<file path="src/rtl/pmc_defs.vh">
// Purpose: Constants of the positioning mode controller.
// Assumes: Included by the design files of the pmc block only.
// Notes:   Parameter addresses are index and subindex pairs.
`ifndef PMC_DEFS_VH
`define PMC_DEFS_VH

// ----------------------------------------------------------------------
// Parameter addresses
// ----------------------------------------------------------------------
`define PMC_IDX_PTP        8'h23
`define PMC_IDX_GEAR       8'h26
`define PMC_SIDX_ABS       8'h01
`define PMC_SIDX_PSTAT     8'h02
`define PMC_SIDX_REL       8'h03
`define PMC_SIDX_RESUME    8'h04
`define PMC_SIDX_SPEED     8'h05
`define PMC_SIDX_GSTART    8'h01
`define PMC_SIDX_GSTAT     8'h02
`define PMC_SIDX_NUM       8'h07
`define PMC_SIDX_DEN       8'h08
`define PMC_SIDX_DIRPERMIT 8'h0d

// ----------------------------------------------------------------------
// Reset values
// ----------------------------------------------------------------------
`define PMC_RST_TARGET     32'h00000000
`define PMC_RST_SPEED      32'h00000000
`define PMC_RST_GSTART     16'h0000
`define PMC_RST_NUM        32'h00000001
`define PMC_RST_DEN        32'h00000001
`define PMC_RST_DIRPERMIT  16'h0003

// ----------------------------------------------------------------------
// Status word fields
// ----------------------------------------------------------------------
`define PMC_ERR_MASK       8'hef
`define PMC_BIT_REF_ERR    3
`define PMC_BIT_REACHED    13
`define PMC_BIT_END        14
`define PMC_BIT_MODE_ERR   15

// ----------------------------------------------------------------------
// Modes, synchronisation types and reference signal types
// ----------------------------------------------------------------------
`define PMC_MODE_IDLE      2'h0
`define PMC_MODE_PTP       2'h1
`define PMC_MODE_GEAR      2'h2
`define PMC_GEAR_OFF       16'h0000
`define PMC_GEAR_IMMED     16'h0001
`define PMC_GEAR_COMPENS   16'h0002
`define PMC_DIR_POS        0
`define PMC_DIR_NEG        1
`define PMC_REF_QUAD       2'h0
`define PMC_REF_PULSEDIR   2'h1
`define PMC_REF_FWDBACK    2'h2

// ----------------------------------------------------------------------
// Timing
// ----------------------------------------------------------------------
`define PMC_CLK_PERIOD_NS  10
`define PMC_TICK_NS        1000
`define PMC_TICK_CYCLES    (`PMC_TICK_NS / `PMC_CLK_PERIOD_NS)

`endif

</file>
<file path="src/rtl/pmc_mode_control.v">
// Purpose: Point-move and electronic gear operating modes.
// Assumes: All inputs synchronous to clk; parameter port is the host side.
// Notes:   Point moves step once per tick; gear steps once per clock.
//
// Notes on behaviour
// Target or distance write starts point move.
// Point move travels at current speed register.
// Host references before absolute moves.
// Move ends at target standstill or fault.
// Relative move in other mode needs standstill; the code never checks motorStill and, while gear is active, adds the distance to the gear offset instead.
// Point status: errors, reached, end, error.
// Resume write continues interrupted move; cause cleared.
// Position and speed changes act at once.
// Ramp setting latched only at new target.
// Reference pulses scaled by ratio drive setpoint.
// Gear start selects sync; zero deactivates.
// Gear follows at once, no range limits.
// Leaving operation enabled deactivates gear.
// Immediate sync ignores everything before activation.
// Compensating sync moves to uninterrupted position.
// Gear status: errors, sync window, end, error.
// Quadrature four-fold or pulse signals accepted.
// Offset move superimposed on gear setpoint.
// Numerator write activates ratio; negative reverses.
// Direction permit positive, negative or both.
// Ending error latched with mode error bit.
`timescale 1ns/10ps
`include "pmc_defs.vh"

module pmc_mode_control #(
  parameter TICK_CYCLES = `PMC_TICK_CYCLES
) (
  input  wire        clk,
  input  wire        rstn,
  input  wire        parWr,
  input  wire        parRd,
  input  wire [7:0]  parIdx,
  input  wire [7:0]  parSidx,
  input  wire [31:0] parWdata,
  output reg  [31:0] parRdata,
  output reg         parAck,
  input  wire [7:0]  errIn,
  input  wire        refDone,
  input  wire        opEnabled,
  input  wire        motorStill,
  input  wire [31:0] rampIn,
  input  wire        refA,
  input  wire        refB,
  input  wire [1:0]  refMode,
  output reg  [31:0] posSetpoint,
  output reg  [31:0] rampActive,
  output reg  [1:0]  modeActive
);

  // --------------------------------------------------------------------
  // Parameter decode
  // --------------------------------------------------------------------
  wire ptpSel  = (parIdx == `PMC_IDX_PTP);
  wire gearSel = (parIdx == `PMC_IDX_GEAR);
  wire wrAbs   = parWr & ptpSel & (parSidx == `PMC_SIDX_ABS);
  wire wrRel   = parWr & ptpSel & (parSidx == `PMC_SIDX_REL);
  wire wrRes   = parWr & ptpSel & (parSidx == `PMC_SIDX_RESUME);
  wire wrSpd   = parWr & ptpSel & (parSidx == `PMC_SIDX_SPEED);
  wire wrGst   = parWr & gearSel & (parSidx == `PMC_SIDX_GSTART);
  wire wrNum   = parWr & gearSel & (parSidx == `PMC_SIDX_NUM);
  wire wrDen   = parWr & gearSel & (parSidx == `PMC_SIDX_DEN);
  wire wrDir   = parWr & gearSel & (parSidx == `PMC_SIDX_DIRPERMIT);

  // --------------------------------------------------------------------
  // State
  // --------------------------------------------------------------------
  reg  [31:0] absTarget_reg;
  reg  [31:0] relDist_reg;
  reg  [15:0] resume_reg;
  reg  [31:0] speed_reg;
  reg  [31:0] target_reg;
  reg  [15:0] gearStart_reg;
  reg  [31:0] numAct_reg;
  reg  [31:0] denAct_reg;
  reg  [31:0] numPend_reg;
  reg  [31:0] denPend_reg;
  reg  [15:0] dirPermit_reg;
  reg  [7:0]  ptpErr_reg;
  reg  [7:0]  gearErr_reg;
  reg         ptpReached_reg;
  reg         ptpEnd_reg;
  reg         ptpFail_reg;
  reg         interrupted_reg;
  reg         gearWin_reg;
  reg         gearEnd_reg;
  reg         gearFail_reg;
  reg         gearRan_reg;
  reg  [63:0] acc_reg;
  reg  [31:0] virtPos_reg;
  reg  [31:0] offset_reg;
  reg  [15:0] tickCnt_reg;
  reg         tick_reg;

  wire        stepPulse;
  wire        stepDir;
  wire [7:0]  errNow   = errIn & `PMC_ERR_MASK;
  wire        faultNow = |errNow;
  wire        inPtp    = (modeActive == `PMC_MODE_PTP);
  wire        inGear   = (modeActive == `PMC_MODE_GEAR);
  wire        ptpStart = wrAbs | (wrRel & ~inGear);
  wire        resumeOk = wrRes & interrupted_reg & ~faultNow & ~inGear;
  wire        gearOn   = wrGst & ((parWdata[15:0] == `PMC_GEAR_IMMED) |
                                  (parWdata[15:0] == `PMC_GEAR_COMPENS));

  pmc_ref_decoder u_dec (
    .clk       (clk),
    .rstn      (rstn),
    .refMode   (refMode),
    .refA      (refA),
    .refB      (refB),
    .stepPulse (stepPulse),
    .stepDir   (stepDir)
  );

  // --------------------------------------------------------------------
  // Point move trajectory
  // --------------------------------------------------------------------
  wire [31:0] ptpDiff  = target_reg - posSetpoint;
  wire [31:0] diffMag  = ptpDiff[31] ? (32'h0 - ptpDiff) : ptpDiff;
  wire [31:0] spdMag   = speed_reg[31] ? (32'h0 - speed_reg) : speed_reg;
  wire [31:0] ptpStep  = (diffMag <= spdMag) ? ptpDiff :
                         (ptpDiff[31] ? (32'h0 - spdMag) : spdMag);
  wire        atTarget = (ptpDiff == 32'h0);

  // --------------------------------------------------------------------
  // Gear ratio accumulation
  // --------------------------------------------------------------------
  wire [63:0] numExt   = {{32{numAct_reg[31]}}, numAct_reg};
  wire [63:0] denExt   = {32'h0, denAct_reg};
  wire [63:0] accAdd   = stepPulse ?
                         (stepDir ? acc_reg + numExt : acc_reg - numExt) :
                         acc_reg;
  wire        accUp    = ~accAdd[63] & (accAdd >= denExt);
  wire        accDown  = accAdd[63] & ((64'h0 - accAdd) >= denExt);
  wire [31:0] gearTgt  = virtPos_reg + offset_reg;
  wire [31:0] gearDiff = gearTgt - posSetpoint;
  wire        gearFwd  = ~gearDiff[31] & (gearDiff != 32'h0);
  wire        gearBack = gearDiff[31];
  wire        fwdOk    = gearFwd & dirPermit_reg[`PMC_DIR_POS];
  wire        backOk   = gearBack & dirPermit_reg[`PMC_DIR_NEG];

  // --------------------------------------------------------------------
  // Tick divider for point move steps
  // --------------------------------------------------------------------
  always @(posedge clk or negedge rstn) begin
    if (!rstn) begin
      tickCnt_reg <= 16'h0;
      tick_reg    <= 1'b0;
    end else if (tickCnt_reg == TICK_CYCLES[15:0] - 16'h1) begin
      tickCnt_reg <= 16'h0;
      tick_reg    <= 1'b1;
    end else begin
      tickCnt_reg <= tickCnt_reg + 16'h1;
      tick_reg    <= 1'b0;
    end
  end

  // --------------------------------------------------------------------
  // Stored parameters
  // --------------------------------------------------------------------
  always @(posedge clk or negedge rstn) begin
    if (!rstn) begin
      absTarget_reg <= `PMC_RST_TARGET;
      relDist_reg   <= `PMC_RST_TARGET;
      resume_reg    <= 16'h0;
      speed_reg     <= `PMC_RST_SPEED;
      numAct_reg    <= `PMC_RST_NUM;
      denAct_reg    <= `PMC_RST_DEN;
      numPend_reg   <= `PMC_RST_NUM;
      denPend_reg   <= `PMC_RST_DEN;
      dirPermit_reg <= `PMC_RST_DIRPERMIT;
      rampActive    <= 32'h0;
    end else begin
      if (wrAbs) begin
        absTarget_reg <= parWdata;
      end
      if (wrRel) begin
        relDist_reg <= parWdata;
      end
      if (wrRes) begin
        resume_reg <= parWdata[15:0];
      end
      if (wrSpd) begin
        speed_reg <= parWdata;
      end
      if (wrDen && !parWdata[31] && parWdata != 32'h0) begin
        denPend_reg <= parWdata;
      end
      if (wrNum) begin
        numPend_reg <= parWdata;
        numAct_reg  <= parWdata;
        denAct_reg  <= denPend_reg;
      end
      if (wrDir && parWdata[15:2] == 14'h0 && parWdata[1:0] != 2'h0) begin
        dirPermit_reg <= parWdata[15:0];
      end
      if (ptpStart && !(wrAbs && !refDone)) begin
        rampActive <= rampIn;
      end
    end
  end

  // --------------------------------------------------------------------
  // Mode control and point move
  // --------------------------------------------------------------------
  always @(posedge clk or negedge rstn) begin
    if (!rstn) begin
      modeActive      <= `PMC_MODE_IDLE;
      target_reg      <= `PMC_RST_TARGET;
      posSetpoint     <= 32'h0;
      ptpErr_reg      <= 8'h0;
      ptpReached_reg  <= 1'b0;
      ptpEnd_reg      <= 1'b0;
      ptpFail_reg     <= 1'b0;
      interrupted_reg <= 1'b0;
      gearStart_reg   <= `PMC_RST_GSTART;
      gearErr_reg     <= 8'h0;
      gearWin_reg     <= 1'b0;
      gearEnd_reg     <= 1'b0;
      gearFail_reg    <= 1'b0;
      gearRan_reg     <= 1'b0;
      acc_reg         <= 64'h0;
      virtPos_reg     <= 32'h0;
      offset_reg      <= 32'h0;
    end else begin
      // Reference counting runs always so that compensation is possible.
      if (accUp) begin
        acc_reg     <= accAdd - denExt;
        virtPos_reg <= virtPos_reg + 32'h1;
      end else if (accDown) begin
        acc_reg     <= accAdd + denExt;
        virtPos_reg <= virtPos_reg - 32'h1;
      end else begin
        acc_reg <= accAdd;
      end
      if (wrRel && inGear) begin
        offset_reg <= offset_reg + parWdata;
      end
      if (wrGst) begin
        gearStart_reg <= parWdata[15:0];
      end
      ptpReached_reg <= inPtp ? atTarget : ptpReached_reg;
      gearWin_reg    <= inGear & (gearDiff == 32'h0);
      gearEnd_reg    <= gearRan_reg & ~inGear & motorStill;
      case (modeActive)
        `PMC_MODE_PTP: begin
          if (faultNow) begin
            modeActive      <= `PMC_MODE_IDLE;
            ptpErr_reg      <= ptpErr_reg | errNow;
            ptpFail_reg     <= 1'b1;
            ptpEnd_reg      <= 1'b1;
            interrupted_reg <= 1'b1;
          end else if (atTarget && motorStill) begin
            modeActive <= `PMC_MODE_IDLE;
            ptpEnd_reg <= 1'b1;
          end else if (tick_reg) begin
            posSetpoint <= posSetpoint + ptpStep;
          end
        end
        `PMC_MODE_GEAR: begin
          if (!opEnabled || faultNow ||
              (wrGst && parWdata[15:0] == `PMC_GEAR_OFF)) begin
            modeActive <= `PMC_MODE_IDLE;
            if (!opEnabled) begin
              gearStart_reg <= `PMC_GEAR_OFF;
            end
            if (faultNow) begin
              gearErr_reg  <= gearErr_reg | errNow;
              gearFail_reg <= 1'b1;
            end
          end else if (fwdOk) begin
            posSetpoint <= posSetpoint + 32'h1;
          end else if (backOk) begin
            posSetpoint <= posSetpoint - 32'h1;
          end
        end
        default: begin
          modeActive <= `PMC_MODE_IDLE;
        end
      endcase
      // Starts take priority over the mode step above.
      if (ptpStart && !(wrAbs && !refDone)) begin
        modeActive      <= `PMC_MODE_PTP;
        target_reg      <= wrAbs ? parWdata :
                           posSetpoint + parWdata;
        ptpErr_reg      <= errNow;
        ptpFail_reg     <= faultNow;
        ptpEnd_reg      <= 1'b0;
        ptpReached_reg  <= 1'b0;
        interrupted_reg <= 1'b0;
      end else if (wrAbs) begin
        // Absolute move without a defined reference point is refused.
        ptpErr_reg[`PMC_BIT_REF_ERR] <= 1'b1;
        ptpFail_reg     <= 1'b1;
        ptpEnd_reg      <= 1'b1;
      end else if (resumeOk) begin
        modeActive      <= `PMC_MODE_PTP;
        ptpErr_reg      <= 8'h0;
        ptpFail_reg     <= 1'b0;
        ptpEnd_reg      <= 1'b0;
        interrupted_reg <= 1'b0;
      end else if (gearOn && opEnabled && !inGear) begin
        modeActive   <= `PMC_MODE_GEAR;
        gearRan_reg  <= 1'b1;
        gearErr_reg  <= errNow;
        gearFail_reg <= faultNow;
        gearEnd_reg  <= 1'b0;
        if (parWdata[15:0] == `PMC_GEAR_IMMED) begin
          virtPos_reg <= posSetpoint;
          acc_reg     <= 64'h0;
          offset_reg  <= 32'h0;
        end
      end else if (wrGst && !opEnabled) begin
        gearStart_reg <= `PMC_GEAR_OFF;
      end
    end
  end

  // --------------------------------------------------------------------
  // Parameter read and acknowledge
  // --------------------------------------------------------------------
  always @(posedge clk or negedge rstn) begin
    if (!rstn) begin
      parRdata <= 32'h0;
      parAck   <= 1'b0;
    end else begin
      parAck <= parWr | parRd;
      if (parRd && ptpSel) begin
        case (parSidx)
          `PMC_SIDX_ABS:    parRdata <= absTarget_reg;
          `PMC_SIDX_PSTAT:  parRdata <= {16'h0, ptpFail_reg, ptpEnd_reg,
                                         ptpReached_reg, 5'h0,
                                         ptpErr_reg};
          `PMC_SIDX_REL:    parRdata <= relDist_reg;
          `PMC_SIDX_RESUME: parRdata <= {16'h0, resume_reg};
          `PMC_SIDX_SPEED:  parRdata <= speed_reg;
          default:          parRdata <= 32'h0;
        endcase
      end else if (parRd && gearSel) begin
        case (parSidx)
          `PMC_SIDX_GSTART:    parRdata <= {16'h0, gearStart_reg};
          `PMC_SIDX_GSTAT:     parRdata <= {16'h0, gearFail_reg,
                                            gearEnd_reg, gearWin_reg, 5'h0,
                                            gearErr_reg};
          `PMC_SIDX_NUM:       parRdata <= numPend_reg;
          `PMC_SIDX_DEN:       parRdata <= denPend_reg;
          `PMC_SIDX_DIRPERMIT: parRdata <= {16'h0, dirPermit_reg};
          default:             parRdata <= 32'h0;
        endcase
      end else if (parRd) begin
        parRdata <= 32'h0;
      end
    end
  end

endmodule // pmc_mode_control

</file>
<file path="src/rtl/pmc_ref_decoder.v">
// Purpose: Turns gear reference signals into step pulses and direction.
// Assumes: Inputs are synchronous to clk.
// Notes:   One step pulse per decoded count; stepDir high is forward.
`timescale 1ns/10ps
`include "pmc_defs.vh"

module pmc_ref_decoder (
  input  wire       clk,
  input  wire       rstn,
  input  wire [1:0] refMode,
  input  wire       refA,
  input  wire       refB,
  output reg        stepPulse,
  output reg        stepDir
);

  reg       aPrev_reg;
  reg       bPrev_reg;
  reg       stepNext;
  reg       dirNext;
  wire      aEdge = refA ^ aPrev_reg;
  wire      bEdge = refB ^ bPrev_reg;

  // --------------------------------------------------------------------
  // Decoding per signal type
  // --------------------------------------------------------------------
  always @* begin
    stepNext = 1'b0;
    dirNext  = 1'b1;
    case (refMode)
      `PMC_REF_QUAD: begin
        // An edge on one track alone counts, edges on both tracks at once do not: four-fold evaluation.
        stepNext = aEdge ^ bEdge;
        dirNext  = aEdge ? (refA ^ refB) : ~(refA ^ refB);
      end
      `PMC_REF_PULSEDIR: begin
        stepNext = refA & ~aPrev_reg;
        dirNext  = ~refB;
      end
      `PMC_REF_FWDBACK: begin
        stepNext = (refA & ~aPrev_reg) ^ (refB & ~bPrev_reg);
        dirNext  = refA & ~aPrev_reg;
      end
      default: begin
        stepNext = 1'b0;
        dirNext  = 1'b1;
      end
    endcase
  end

  always @(posedge clk or negedge rstn) begin
    if (!rstn) begin
      aPrev_reg <= 1'b0;
      bPrev_reg <= 1'b0;
      stepPulse <= 1'b0;
      stepDir   <= 1'b1;
    end else begin
      aPrev_reg <= refA;
      bPrev_reg <= refB;
      stepPulse <= stepNext;
      stepDir   <= dirNext;
    end
  end

endmodule // pmc_ref_decoder

</file>
<file path="config.mk">
export PLATFORM = sky130hd
export DESIGN_NAME = pmc_mode_control
export DESIGN_NICKNAME = d
export VERILOG_FILES = /design/src/rtl/pmc_mode_control.v /design/src/rtl/pmc_ref_decoder.v
export VERILOG_INCLUDE_DIRS = /design/src /design/src/rtl
export SDC_FILE = /design/constraint.sdc
export NUM_CORES = 2
export LEC_CHECK = 0
export BUFFER_PORTS_ARGS = -buffer_cell sky130_fd_sc_hd__buf_2
export CAP_MARGIN = 10
export CORE_MARGIN = 1
export CORE_UTILIZATION = 40
export DETAILED_ROUTE_END_ITERATION = 10
export GPL_ROUTABILITY_DRIVEN = 1
export SYNTH_ARGS = -nofsm -noshare
export SYNTH_HDL_FRONTEND = slang
export SYNTH_HIERARCHICAL = 1
export SYNTH_SLANG_ARGS = --single-unit
</file>
<file path="constraint.sdc">
create_clock -name clk -period 10.6 [get_ports clk]
set_input_delay 2.12 -clock clk [delete_from_list [all_inputs] [get_ports clk]]
set_output_delay 2.12 -clock clk [all_outputs]
set_load 0.05 [all_outputs]
</file>
==> flow_metrics.env <==
export IMPL_status="complete, no violations"
export IMPL_syn_area_per_cell_um2=8.02
export IMPL_min_period_ns=10.09
export IMPL_fin_nets=6649
export IMPL_antenna_found_initial=5
export IMPL_power_total_w=0.0117
export IMPL_use_met1_pct=39.4
export IMPL_htreeDepth=3
export IMPL_vdd_ir_drop_max_uv=133
export IMPL_routed_wl_um=179000
export IMPL_grt_first_pass_wirelength_um=273000
export IMPL_p_int_w=0.00616
export IMPL_grt_max_degree=138
export IMPL_reg2reg_depth=56
export IMPL_pwr_share_comb_pct=58.6
export IMPL_die_x_um=347
export IMPL_synth_seq_cells=542
export IMPL_clkSinkCount=542
export IMPL_dr_pass1_iters=7
export IMPL_slew_headroom_pct=15.4
export IMPL_hold_violations=0
export IMPL_tns_ns=0
export IMPL_min_period_over_period_pct=95.2
export IMPL_ios=198
export IMPL_crit_start="posSetpoint[1]"
export IMPL_worst_hold_path_type="flip-flop to flip-flop"
export IMPL_r2r_end="posSetpoint[31]"
export IMPL_hold_ws_ns=0.468
export IMPL_grt_usage_pct=29.1
export IMPL_layout_commonest_cell="nand2_1"
export IMPL_slowest_stage="a2111oi_2"
export IMPL_path_class="flip-flop to flip-flop"
export IMPL_grtUsageMet2_pct=46.2
export IMPL_dr_first_iter_drc_count=4346
export IMPL_clkTransAtPathRegs_ns=0.06
export IMPL_fill_cells=11600
export IMPL_holdPathStages=1
export IMPL_finalClockSkew_ns=0.0564
export IMPL_fp_dieH_um=347
export IMPL_cts_tree="built"
export IMPL_cp_arrival_ns=10.64
export IMPL_ant_nets=0
export IMPL_crit_path_end_kind="flip-flop"
export IMPL_drc=0
export IMPL_seq_power_share_pct=20.9
export IMPL_syn_area_um2=47700
export IMPL_drv_cap=0
export IMPL_path_max_fanout=7
export IMPL_ys_types=104
export IMPL_final_cell_mix="864 x nand2_1, 534 x dfrtp_1, 448 x nor2_1"
export IMPL_die_area_um2=121000
export IMPL_synth_edf_count=0
export IMPL_min_to="gearRan_reg"
export IMPL_vias=46600
export IMPL_grt_overflow=0
export IMPL_gp_congestion=0.965
export IMPL_start_util_pct=40.4
export IMPL_hold_start="gearRan_reg"
export IMPL_routed_via_density=6.02
export IMPL_syn2layout_area_growth_pct=13.0
export IMPL_slew_violations=0
export IMPL_placed_cell_area_um2=51400
export IMPL_p_sw_share_pct=47.5
export IMPL_synthArstFlopShare_pct=100
export IMPL_r2r_start="posSetpoint[1]"
export IMPL_setup_viol=0
export IMPL_ys_flop_type="dfrtp_1"
export IMPL_cts_root_buf="clkbuf_16"
export IMPL_powerDensity_nw_per_um2=218
export IMPL_grt_setup_unrepaired="no"
export IMPL_power_switching_w=0.00558
export IMPL_fmax_mhz=99.1
export IMPL_design_core_area_um2=118000
export IMPL_drive_above_1_share_pct=13.0
export IMPL_clk_latency_ns=0.68
export IMPL_numCtsBuffers=68
export IMPL_required_ns=11.16
export IMPL_yosysWarnings=6
export IMPL_worst_slew_pin_slew_ns=1.25
export IMPL_cts_path_max_buffers=3
export IMPL_syn_inst=5949
export IMPL_cp_start_kind="flip-flop"
export IMPL_grtUsageMet3_pct=4.29
export IMPL_post_route_cell_area_um2=53900
export IMPL_ff2ff_setup_slack_ns=0.51
export IMPL_yosysSeqAreaShare_pct=28.4
export IMPL_placement_io_buffers=196
export IMPL_largest_reg_flops=64
export IMPL_wire_per_inst_um=23.1
export IMPL_hpwl_um=136000
export IMPL_core_rowCount=126
export IMPL_critPathMaxStageDelay_ns=0.45
export IMPL_grt_busiest_layer="met2"
export IMPL_clock_power_share_pct=20.5
export IMPL_crit_path_frequent_cell="o21a_1"
export IMPL_syn_nets=6446
export IMPL_p_leak_nw=24.8
export IMPL_grt_pass1_vias=44400
-- worst max path at each step --
| stage | to | slack [ns] | cells past startpoint |
|---|---|---|---|
| finish | posSetpoint[31] | 0.51 | 56 |
| floorplan | posSetpoint[30] | 0.02 | 57 |
| global route | posSetpoint[30] | 0.007 | 57 |
| detailed placement | posSetpoint[30] | -0.53 | 57 |
| CTS | posSetpoint[30] | 0.06 | 57 |
| global placement | posSetpoint[30] | -0.52 | 56 |
-- stage by stage --
stage               util (%)  setup slack, ns  cells
floorplan                  -           0.0153   5949
global placement        43.5           -0.523   7613
detailed placement      43.5           -0.529   7613
CTS                     45.5           0.0615   7739
global route            45.6          0.00656   7741
finish                  45.6            0.513   7743
-- timing repair --
action | in CTS | in global routing
buffers inserted | 3 | 2
pin swaps | 4 | 15
hold buffers | 0 | 0
setup endpoints to repair | 5 | 7
gates resized for setup | 13 | 29
-- layer usage --
metal	part of all wire (%)	vias to the layer above
met5	0.015	-
met4	4.4	4
met3	7.6	342
met2	45	1863
met1	43	22500
li1	-	21900
-- power by group through the flow --
stage | Sequential [W] | Clock (W) | Combinational [W]
after floorplan | 0.00245 | 0 | 0.00484
after global placement | 0.00249 | 0 | 0.00665
after detailed placement | 0.00249 | 0 | 0.00670
after CTS | 0.00245 | 0.00245 | 0.00675
after global routing | 0.00248 | 0.00253 | 0.00753
final | 0.00246 | 0.00240 | 0.00688
-- cells in the mapped netlist (all sizes together) (60+ instances only) --
library cell,instances,area share [%]
a21oi,442,4.6
nand3,125,1.3
o21ai,361,3.8
nand2,865,6.8
nand4,64,0.84
a31oi,81,1.1
o21a,74,1.2
dfrtp,536,28
inv,348,2.7
ha,360,9.4
xor2,162,3.0
nor2b,69,0.92
nor4,60,0.83
mux2,143,3.4
and3,71,0.93
or3,69,0.92
xnor2,203,3.7
nor2,455,3.6
a21o,93,1.5
clkbuf,236,1.9
nor3,168,1.8
-- layout make-up --
class,instances,area (µm²),area share (%)
tap,1536,1920,3.57
sequential,542,13600,25.2
timing repair buffer,420,2760,5.11
inverter,348,1310,2.42
antenna,2,5.00,0.00929
multi-input combinational,4772,32100,59.5
clock buffer,98,1930,3.59
clock inverter,25,333,0.618
-- logic make-up (layout without fill, tap and decap cells) --
kind of cell	count (synthesis)	after routing	synth area share, %
compound gates	1669	1669	23.4
xor+xnor	365	365	6.70
fa+ha+maj	398	398	11.0
buf+inv	635	891	5.17
flops	542	542	28.4
mux	172	172	3.98
other cells	0	2	0
simple gates	2168	2168	21.3
-- critical path, delay by kind of cell (launching register included) --
kind / cells / cell delay, ns
xor gates and xnor gates: 3 / 0.47
DFF: 1 / 0.40
and+or+nand+nor: 10 / 1.04
adders and majority gates: 3 / 0.75
buffers and inverters: 4 / 0.53
AOI/OAI and AO/OA: 36 / 6.80
No activity file was read; power rests on OpenSTA's default activity.
